<file path="config.mk">
export PLATFORM = sky130hd
export DESIGN_NAME = sync_serial_unit
export DESIGN_NICKNAME = d
export VERILOG_FILES = /design/src/verilog/serial_unit_pkg.sv /design/src/verilog/shift_clk_if.sv /design/src/verilog/shift_register.sv /design/src/verilog/shift_clock_gen.sv /design/src/verilog/sync_serial_unit.sv
export SDC_FILE = /design/constraint.sdc
export NUM_CORES = 1
export LEC_CHECK = 0
export BUFFER_PORTS_ARGS = -buffer_cell sky130_fd_sc_hd__buf_2
export CAP_MARGIN = 40
export CORE_ASPECT_RATIO = 1.5
export CORE_UTILIZATION = 57
export CTS_BUF_LIST = sky130_fd_sc_hd__clkbuf_16
export CTS_CLUSTER_DIAMETER = 100
export DETAILED_ROUTE_END_ITERATION = 12
export GPL_TIMING_DRIVEN = 0
export PLACE_DENSITY = 0.84
export SLEW_MARGIN = 20
export SYNTH_ARGS = -nofsm -noshare
export SYNTH_HDL_FRONTEND = slang
export SYNTH_SLANG_ARGS = --single-unit
</file>
<file path="constraint.sdc">
create_clock -name clk -period 7.1 [get_ports clk]
set_clock_uncertainty 0.05 [all_clocks]
set_input_delay 1.775 -clock clk [delete_from_list [all_inputs] [get_ports clk]]
set_output_delay 1.775 -clock clk [all_outputs]
set_load 0.02 [all_outputs]
</file>
<file path="src/verilog/serial_unit_pkg.sv">
/*
  Constants and types shared by the synchronous serial unit.
  Assumes a single clock domain and synchronous active-high reset.
*/
`default_nettype none

package serial_unit_pkg;

  // ---------------------------------------------------------------
  // Widths and telegram lengths
  // ---------------------------------------------------------------
  localparam int         DATA_W     = 8;
  localparam int         CNT_W      = 4;
  localparam logic [3:0] BITS_PLAIN = 4'h8;
  localparam logic [3:0] BITS_ACK   = 4'h9;
  localparam logic [3:0] ACK_POS    = 4'h8;

  // ---------------------------------------------------------------
  // Serial mode field {bit1, bit0}
  // ---------------------------------------------------------------
  localparam logic [1:0] MODE_NRZ_RISE = 2'h3;
  localparam logic [1:0] MODE_NRZ_FALL = 2'h2;
  localparam logic [1:0] MODE_MCL9     = 2'h1;
  localparam logic [1:0] MODE_MCL8     = 2'h0;

  // ---------------------------------------------------------------
  // Internal clock source select
  // ---------------------------------------------------------------
  localparam logic [1:0] CLKSEL_SYS  = 2'h3;
  localparam logic [1:0] CLKSEL_T1   = 2'h2;
  localparam logic [1:0] CLKSEL_POUT = 2'h1;
  localparam logic [1:0] CLKSEL_TOG2 = 2'h0;

  // ---------------------------------------------------------------
  // Reset values
  // ---------------------------------------------------------------
  localparam logic              RST_RDY  = 1'h0;
  localparam logic              RST_LINE = 1'h1;
  localparam logic [DATA_W-1:0] RST_BUF  = 8'h00;

  typedef enum logic [2:0] {
    st_off, st_start, st_idle, st_shift, st_hold, st_stop, st_stop_rel
  } state_e;

endpackage

`default_nettype wire

</file>
<file path="src/verilog/shift_clk_if.sv">
/*
  Shift clock link between the clock generator and the control.
  Assumes both ends sit on the same system clock.
*/
`default_nettype none

interface shift_clk_if;
  logic run;
  logic tick;
  logic sc;

  modport gen  (input run, output tick, output sc);
  modport user (output run, input tick, input sc);
endinterface

`default_nettype wire

</file>
<file path="src/verilog/shift_register.sv">
/*
  Parallel-load shift register, MSB out first, LSB filled from input.
  Assumes load and shift are never asserted together.
*/
`default_nettype none

module shift_register #(
  parameter int WIDTH = 8
) (
  input  wire logic             clk,
  input  wire logic             rst,
  input  wire logic             load,
  input  wire logic [WIDTH-1:0] load_val,
  input  wire logic             shift,
  input  wire logic             in_bit,
  output logic      [WIDTH-1:0] q
);

  always_ff @(posedge clk) begin
    if (rst) begin
      q <= '0;
    end else if (load) begin
      q <= load_val;
    end else if (shift) begin
      q <= {q[WIDTH-2:0], in_bit};
    end
  end

endmodule

`default_nettype wire

</file>
<file path="src/verilog/shift_clock_gen.sv">
/*
  Shift clock generator: internal source halved, or external pin edges.
  Assumes source enables are one-cycle pulses and the pin is synchronous.
*/
`default_nettype none

module shift_clock_gen
  import serial_unit_pkg::*;
(
  input  wire logic       clk,
  input  wire logic       rst,
  input  wire logic       ext_clk,
  input  wire logic       combined_mode,
  input  wire logic [1:0] source_sel,
  input  wire logic       t1out_en,
  input  wire logic       pout_en,
  input  wire logic       tog2_en,
  input  wire logic       timer_clk_en,
  input  wire logic       sc_pin,
  shift_clk_if.gen        sck
);

  logic pin_q;
  logic sc_int;
  logic src_en;

  // ---------------------------------------------------------------
  // Source select
  // ---------------------------------------------------------------
  always_comb begin
    case (source_sel)
      CLKSEL_SYS:  src_en = 1'h1;
      CLKSEL_T1:   src_en = t1out_en;
      CLKSEL_POUT: src_en = pout_en;
      CLKSEL_TOG2: src_en = tog2_en;
      default:     src_en = 1'h0;
    endcase
    if (combined_mode) begin
      src_en = timer_clk_en;
    end
  end

  always_ff @(posedge clk) begin
    if (rst) begin
      pin_q <= RST_LINE;
    end else begin
      pin_q <= sc_pin;
    end
  end

  // Toggle per source pulse halves the source rate
  always_ff @(posedge clk) begin
    if (rst) begin
      sc_int <= RST_LINE;
    end else if (!ext_clk && src_en && sck.run) begin
      sc_int <= ~sc_int;
    end
  end

  assign sck.tick = ext_clk ? (sc_pin != pin_q) : src_en;
  assign sck.sc   = ext_clk ? pin_q : sc_int;

endmodule

`default_nettype wire

</file>
<file path="src/verilog/sync_serial_unit.sv">
/*
  Synchronous serial unit: 8-bit shift register with receive and
  transmit buffers, NRZ and two-wire master protocol modes.
  Assumes software strobes are one-cycle pulses and pins are synchronous.
*/
// How it works
// - One 8-bit shift register plus software-visible receive and transmit buffers.
// - Telegrams are 8 bits, most significant bit first.
// - The 9-bit master-protocol mode adds one acknowledge bit per telegram.
// - Modes: 8-bit NRZ, 9-bit master protocol, 8-bit pseudo protocol.
// - Telegram start copies transmit buffer to shifter and shifts out at once.
// - Completed telegram moves into the receive buffer automatically.
// - Interface reset bit low activates; high deactivates.
// - Ready flag shows transmit or receive buffer state per direction.
// - Shifting pauses while not ready; buffer write or read resumes it.
// - Busy stays high during telegrams and start or stop conditions.
// - Shift clock internal from selected source or external; direction bit chooses.
// - Combined timer mode takes the timer's clock instead.
// - Master-protocol modes always drive the shift clock.
// - Data pin direction follows the data direction bit.
// - Two-wire: one bidirectional data line and one clock line.
// - Three-wire: data in on its own pin, data out to the timer stage.
// - NRZ data changes on the chosen edge, sampled on the opposite one.
// - Receive: activation clocks 8 bits, buffers them, updates ready, interrupts.
// - Receive: unread buffer makes the unit hold the next telegram.
// - Deactivating mid-telegram in NRZ modes stops the clock and latches the partial word.
// - Mode codes: 11 rise, 10 fall, 01 9-bit protocol, 00 pseudo.
// - Direction bit 1 transmits with pin out, 0 receives with pin in.
`default_nettype none

module sync_serial_unit
  import serial_unit_pkg::*;
(
  input  wire logic                              clk,
  input  wire logic                              rst,
  input  wire logic                              interface_reset_bit,
  input  wire logic                              clock_direction_bit,
  input  wire logic [1:0]                        clock_source_sel,
  input  wire logic                              serial_mode_bit1,
  input  wire logic                              serial_mode_bit0,
  input  wire logic                              data_direction_bit,
  input  wire logic                              three_wire,
  input  wire logic                              combined_mode,
  input  wire logic                              int_enable,
  input  wire logic                              rx_ack_value,
  input  wire logic                              t1out_en,
  input  wire logic                              pout_en,
  input  wire logic                              tog2_en,
  input  wire logic                              timer_clk_en,
  input  wire logic                              tx_write,
  input  wire logic [serial_unit_pkg::DATA_W-1:0] tx_wdata,
  input  wire logic                              rx_read,
  output logic      [serial_unit_pkg::DATA_W-1:0] receive_buffer,
  output logic      [serial_unit_pkg::DATA_W-1:0] transmit_buffer,
  output logic                                   buffer_ready_flag,
  output logic                                   busy_indicator,
  output logic                                   tx_ack,
  output logic                                   irq,
  input  wire logic                              shift_clock_line_i,
  output logic                                   shift_clock_line_o,
  output logic                                   shift_clock_line_oe,
  input  wire logic                              serial_data_line_i,
  output logic                                   serial_data_line_o,
  output logic                                   serial_data_line_oe,
  output logic                                   timer2_so
);

  import serial_unit_pkg::*;

  shift_clk_if sck ();

  state_e              state;
  logic [1:0]          mode;
  logic                nrz;
  logic                mcl9;
  logic                ext_clk;
  logic                rise;
  logic                fall;
  logic                launch;
  logic                capture;
  logic [CNT_W-1:0]    cnt;
  logic [CNT_W-1:0]    nbits;
  logic                ack_phase;
  logic                done;
  logic                can_start;
  logic                load_now;
  logic                xfer_now;
  logic                partial;
  logic                shift_now;
  logic                out_bit;
  logic                sdd_q;
  logic                sdd_chg;
  logic [DATA_W-1:0]   sr_q;

  // ---------------------------------------------------------------
  // Mode decode and edge roles
  // ---------------------------------------------------------------
  assign mode    = {serial_mode_bit1, serial_mode_bit0};
  assign nrz     = mode[1];
  assign mcl9    = (mode == MODE_MCL9);
  assign nbits   = mcl9 ? BITS_ACK : BITS_PLAIN;
  assign ext_clk = ~clock_direction_bit & nrz;
  assign rise    = sck.tick & ~sck.sc;
  assign fall    = sck.tick & sck.sc;
  // Rising launch only in mode 11; protocol modes change in low phase
  assign launch  = (mode == MODE_NRZ_RISE) ? rise : fall;
  assign capture = (mode == MODE_NRZ_RISE) ? fall : rise;
  assign ack_phase = mcl9 && (cnt == ACK_POS);

  // Telegram ends with the clock back at its high rest level
  assign done = (state == st_shift) && (cnt == nbits) && sck.sc;
  assign sck.run = ((state == st_shift) && !done) || (state == st_stop);

  // Transmit needs a loaded buffer; receive starts and holds at the end
  assign can_start = data_direction_bit ? buffer_ready_flag : 1'h1;
  assign load_now  = (state == st_idle) && !interface_reset_bit &&
                     can_start;
  assign partial   = (state == st_shift) && nrz && interface_reset_bit;
  assign xfer_now  = (done && (data_direction_bit || buffer_ready_flag)) ||
                     ((state == st_hold) && buffer_ready_flag);
  assign shift_now = (state == st_shift) && capture && !ack_phase &&
                     (cnt < nbits);

  // ---------------------------------------------------------------
  // Clock generator and shift register
  // ---------------------------------------------------------------
  shift_clock_gen shift_clock_gen_inst (
    .clk           (clk),
    .rst           (rst),
    .ext_clk       (ext_clk),
    .combined_mode (combined_mode),
    .source_sel    (clock_source_sel),
    .t1out_en      (t1out_en),
    .pout_en       (pout_en),
    .tog2_en       (tog2_en),
    .timer_clk_en  (timer_clk_en),
    .sc_pin        (shift_clock_line_i),
    .sck           (sck.gen)
  );

  shift_register #(.WIDTH(DATA_W)) shift_register_inst (
    .clk      (clk),
    .rst      (rst),
    .load     (load_now),
    .load_val (transmit_buffer),
    .shift    (shift_now),
    .in_bit   (serial_data_line_i),
    .q        (sr_q)
  );

  // ---------------------------------------------------------------
  // Control sequence
  // ---------------------------------------------------------------
  always_ff @(posedge clk) begin
    if (rst) begin
      state <= st_off;
    end else begin
      case (state)
        st_off: begin
          if (!interface_reset_bit) begin
            state <= nrz ? st_idle : st_start;
          end
        end
        st_start: begin
          if (sck.tick) begin
            state <= st_idle;
          end
        end
        st_idle: begin
          if (interface_reset_bit) begin
            state <= nrz ? st_off : st_stop;
          end else if (can_start) begin
            state <= st_shift;
          end
        end
        st_shift: begin
          if (partial) begin
            state <= st_off;
          end else if (done) begin
            state <= xfer_now ? st_idle : st_hold;
          end
        end
        st_hold: begin
          if (buffer_ready_flag) begin
            state <= st_idle;
          end else if (interface_reset_bit && nrz) begin
            state <= st_off;
          end
        end
        st_stop: begin
          if (rise) begin
            state <= st_stop_rel;
          end
        end
        st_stop_rel: begin
          if (sck.tick) begin
            state <= st_off;
          end
        end
        default: state <= st_off;
      endcase
    end
  end

  // Bit counter
  always_ff @(posedge clk) begin
    if (rst) begin
      cnt <= '0;
    end else if (load_now) begin
      cnt <= '0;
    end else if ((state == st_shift) && capture && (cnt < nbits)) begin
      cnt <= cnt + 4'h1;
    end
  end

  // ---------------------------------------------------------------
  // Data line level, start and stop conditions
  // ---------------------------------------------------------------
  always_ff @(posedge clk) begin
    if (rst) begin
      out_bit <= RST_LINE;
    end else if ((state == st_off) && !interface_reset_bit && !nrz) begin
      out_bit <= 1'h0; // start: data falls with clock high
    end else if (load_now && nrz) begin
      out_bit <= transmit_buffer[DATA_W-1];
    end else if ((state == st_shift) && launch) begin
      out_bit <= ack_phase ? rx_ack_value : sr_q[DATA_W-1];
    end else if ((state == st_stop) && fall) begin
      out_bit <= 1'h0;
    end else if ((state == st_stop_rel) && sck.tick) begin
      out_bit <= 1'h1; // stop: data rises with clock high
    end else if (state == st_off) begin
      out_bit <= RST_LINE;
    end
  end

  // Acknowledge received while transmitting
  always_ff @(posedge clk) begin
    if (rst) begin
      tx_ack <= 1'h0;
    end else if ((state == st_shift) && capture && ack_phase &&
                 data_direction_bit) begin
      tx_ack <= serial_data_line_i;
    end
  end

  // ---------------------------------------------------------------
  // Buffers and ready flag
  // ---------------------------------------------------------------
  always_ff @(posedge clk) begin
    if (rst) begin
      transmit_buffer <= RST_BUF;
    end else if (tx_write) begin
      transmit_buffer <= tx_wdata;
    end
  end

  always_ff @(posedge clk) begin
    if (rst) begin
      receive_buffer <= RST_BUF;
    end else if (xfer_now || partial) begin
      receive_buffer <= sr_q;
    end
  end

  always_ff @(posedge clk) begin
    if (rst) begin
      sdd_q <= 1'h1;
    end else begin
      sdd_q <= data_direction_bit;
    end
  end

  assign sdd_chg = (sdd_q != data_direction_bit);

  // Software set wins over hardware clear in the same cycle
  always_ff @(posedge clk) begin
    if (rst) begin
      buffer_ready_flag <= RST_RDY;
    end else if (sdd_chg) begin
      buffer_ready_flag <= ~data_direction_bit;
    end else if (data_direction_bit ? tx_write : rx_read) begin
      buffer_ready_flag <= 1'h1;
    end else if (data_direction_bit ? load_now : xfer_now) begin
      buffer_ready_flag <= 1'h0;
    end
  end

  always_ff @(posedge clk) begin
    if (rst) begin
      irq <= 1'h0;
    end else begin
      irq <= int_enable && xfer_now;
    end
  end

  // ---------------------------------------------------------------
  // Status and pins
  // ---------------------------------------------------------------
  always_comb begin
    case (state)
      st_start, st_shift, st_stop, st_stop_rel: busy_indicator = 1'h1;
      default:                                  busy_indicator = 1'h0;
    endcase
  end

  assign shift_clock_line_o  = sck.sc;
  assign shift_clock_line_oe = ~ext_clk;
  assign serial_data_line_o  = out_bit;
  assign timer2_so           = out_bit;

  always_comb begin
    case (state)
      st_off:   serial_data_line_oe = 1'h0;
      st_shift: serial_data_line_oe = data_direction_bit ^ ack_phase;
      st_start, st_stop, st_stop_rel: serial_data_line_oe = 1'h1;
      default:  serial_data_line_oe = data_direction_bit;
    endcase
    if (three_wire) begin
      serial_data_line_oe = 1'h0;
    end
  end
endmodule

`default_nettype wire

</file>
==> results.toml <==
[run_status]
outcome = "finished, final reports clean"

[clocking]
cts_tree = "done"
clkLatencyLatePin_ns = 0.28
clockBufferDepth = 2
numCtsBuffers = 5
ctsHoldBuffers = 0
clk_pin_slew_ns = 0.06
htree_levels = 2
cts_root_buffer = "clkbuf_16"
cts.sinks = 38
cts_setup_buffers = 0
cts_resized = 0

[power_and_ir_drop]
p_sw_w = 0.000250
p_int_w = 0.000445
leakage_nw = 1.13
p_sw_share_pct = 36.0
power_frac_seq_pct = 34.8
powerDensity_nw_per_um2 = 268
p_comb_share_pct = 34.7
ir_drop_mv = 0.223
p_clk_share_pct = 30.5

[floorplan]
die_h_um = 77.1
io_pins = 54
core-area_um2 = 3510
dieArea_um2 = 4020
initial_core_util_pct = 61.0
rows = 26
die_x_um = 52.1

[global_route]
grt-busiest-layer = "met2"
track_usage_pct = 30.7
use_met1_pct = 32.8
grt_pass1_vias = 2114
grt_max_degree = 12
antenna_found_initial = 0
grt_util_met3_pct = 6.15
grt_pass1_wl_mm = 9.28
grtUsageMet2_pct = 53.2
grt_overflow = 0

[drt]
dr_total_vias = 2133
viasPerCell = 5.97
wl_per_cell_um = 16.0
drt_first_pass_iters = 5
drtIter0Drc = 87
antenna_left = 0
drcViolationCount = 0
totalWireLength_mm = 5.70

[place]
place_congestion = 0.917
hpwlAfterDp_mm = 4.06
io_buffers = 52

[sta]
worst_pin_slew_ns = 0.725
maxSlewHeadroom_pct = 51.3
rsz0062_at_grt = "false"
min_period_ns = 5.12
hold_viol = 0
setup_violations = 0
fmax_mhz = 195
drv_slew = 0
setup_tns_ns = 0
post-route-period-util_pct = 72.1

[worst_setup_path]
setup.worst_path.class = "input port to primary output"
required_ns = 5.28
reg2reg_to = "receive_buffer[7]"
cp-startpoint = "serial_mode_bit1"
cp-end-kind = "primary output"
arrival_ns = 3.29
rrSetupSlack_ns = 4.74
worstPathMaxFanout = 10
cp-endpoint = "serial_data_line_oe"
startpoint_type = "input port"
r2r-start = "state[2]"
ff2ff_path_depth = 7

[final_layout]
syn2layout_area_growth_pct = 21.0
final_util_pct = 73.9
diodes = 0
drive_gt1_share_pct = 24.4
fin_nets = 346

[synthesis]
synth_edf_count = 0
async_reset_ff_share_pct = 0
synthCells = 255
seq_area_frac_synth_pct = 35.5
syn-cell-area_um2 = 2140
syn_avg_cell_area_um2 = 8.41
synth_seq_cells = 38
syn-num-nets = 287
synth-main-ff-cell = "dfxtp_1"
ys_types = 50
ys_warn_count = 0

[flow_run]
drv_cap = 0

[min_path]
min_path_type = "flip-flop to flip-flop"
[metal layers]
layer  vias to the layer above  wire (µm)  part of all wire [%]
met1                       990       2180                    38
li1                       1027          -                     -
met4                         0        150                   2.6
met3                        17        327                   5.7
met5                         -          0                     0
met2                        99       3040                    53
[kinds of logic after synthesis]
| family | share of synthesized area [%] |
|---|---|
| AO/OA/AOI/OAI | 19.9 |
| XOR/XNOR | 1.63 |
| adder cells (fa/ha/maj) | 1.75 |
| buffers and inverters | 4.20 |
| flip-flops | 35.5 |
| multiplexers | 14.1 |
| AND/OR/NAND/NOR | 23.0 |
[critical path, cell delays in order]
cell and delay [ns]:
buf_2 0.12, clkbuf_1 0.22, nor2b_1 0.25, nand4_1 0.24, o31ai_1 0.25, a22oi_1 0.10
a21oi_1 0.16, buf_2 0.18
[placed cells by master, fill, tap and decap left out, drive strengths merged, types with 3 or more instances in the layout]
cell	instances
nor2	31
a21oi	19
nor3	7
nand2	30
dfxtp	38
nand2b	6
clkbuf	15
ha	3
inv	10
xnor2	4
o21ai	5
buf	55
a211oi	5
mux2i	20
mux2	9
a22oi	4
nand3	4
nor2b	12
[cell type report]
class | instances | area (µm²)
inverters | 9 | 33.8
clock inverters | 3 | 12.5
fillers | 290 | 918
well taps | 42 | 52.6
repair buffers | 52 | 260
plain buffers | 13 | 56.3
multi-input cells | 195 | 1290
clock buffers | 5 | 125
flip-flops and latches | 38 | 761
[Yosys cell counts (3+ instances only)]
master | n | area, µm²
mux2_2 | 9 | 101
clkbuf_1 | 10 | 37.5
nor2_1 | 30 | 113
nor3_1 | 7 | 35.0
nand3_1 | 4 | 20.0
nand2b_1 | 6 | 37.5
ha_1 | 3 | 37.5
o21ai_0 | 5 | 25.0
dfxtp_1 | 38 | 761
a21oi_1 | 17 | 85.1
xnor2_1 | 4 | 35.0
a211oi_1 | 5 | 37.5
mux2i_1 | 20 | 200
nor2b_1 | 12 | 75.1
nand2_1 | 30 | 113
a22oi_1 | 4 | 30.0
inv_1 | 9 | 33.8
[registers in the layout (all words and copies together) (netlist names)]
signal	flops
receive_buffer	8
shift_register_inst.q	8
transmit_buffer	8
cnt	4
state	3
buffer_ready_flag	1
irq	1
sdd_q	1
serial_data_line_o	1
shift_clock_gen_inst.pin_q	1
shift_clock_gen_inst.sc_int	1
tx_ack	1
[power by group through the flow]
stage	logic (W)	registers [W]	clock network [W]
after CTS	0.000236	0.000242	0.000213
final	0.000241	0.000242	0.000212
after global placement	0.000231	0.000245	0
after global routing	0.000262	0.000243	0.000222
after floorplan	0.000169	0.000248	0
after detailed placement	0.000233	0.000246	0
[worst min path at each step]
stage	from	end	cells after the start
2_1_floorplan	sdd_q	buffer_ready_flag	2
3_3_place_gp	sdd_q	buffer_ready_flag	2
3_5_place_dp	sdd_q	buffer_ready_flag	2
4_1_cts	sdd_q	buffer_ready_flag	2
5_1_grt	sdd_q	buffer_ready_flag	2
6_report	sdd_q	buffer_ready_flag	2
[through the flow]
step                      hold slack [ns]  area, µm²  worst slack [ns]  power, W  instances
after detailed placement            0.416       2460              2.01  0.000479        349
after global placement              0.410       2460              1.97  0.000476        349
after global routing                0.448       2590              1.77  0.000727        357
after CTS                           0.428       2590              1.99  0.000691        357
final                               0.424       2590              1.98  0.000695        357
after floorplan                     0.394       2140              2.25  0.000417        255
Power figures use the tool's default switching activity.
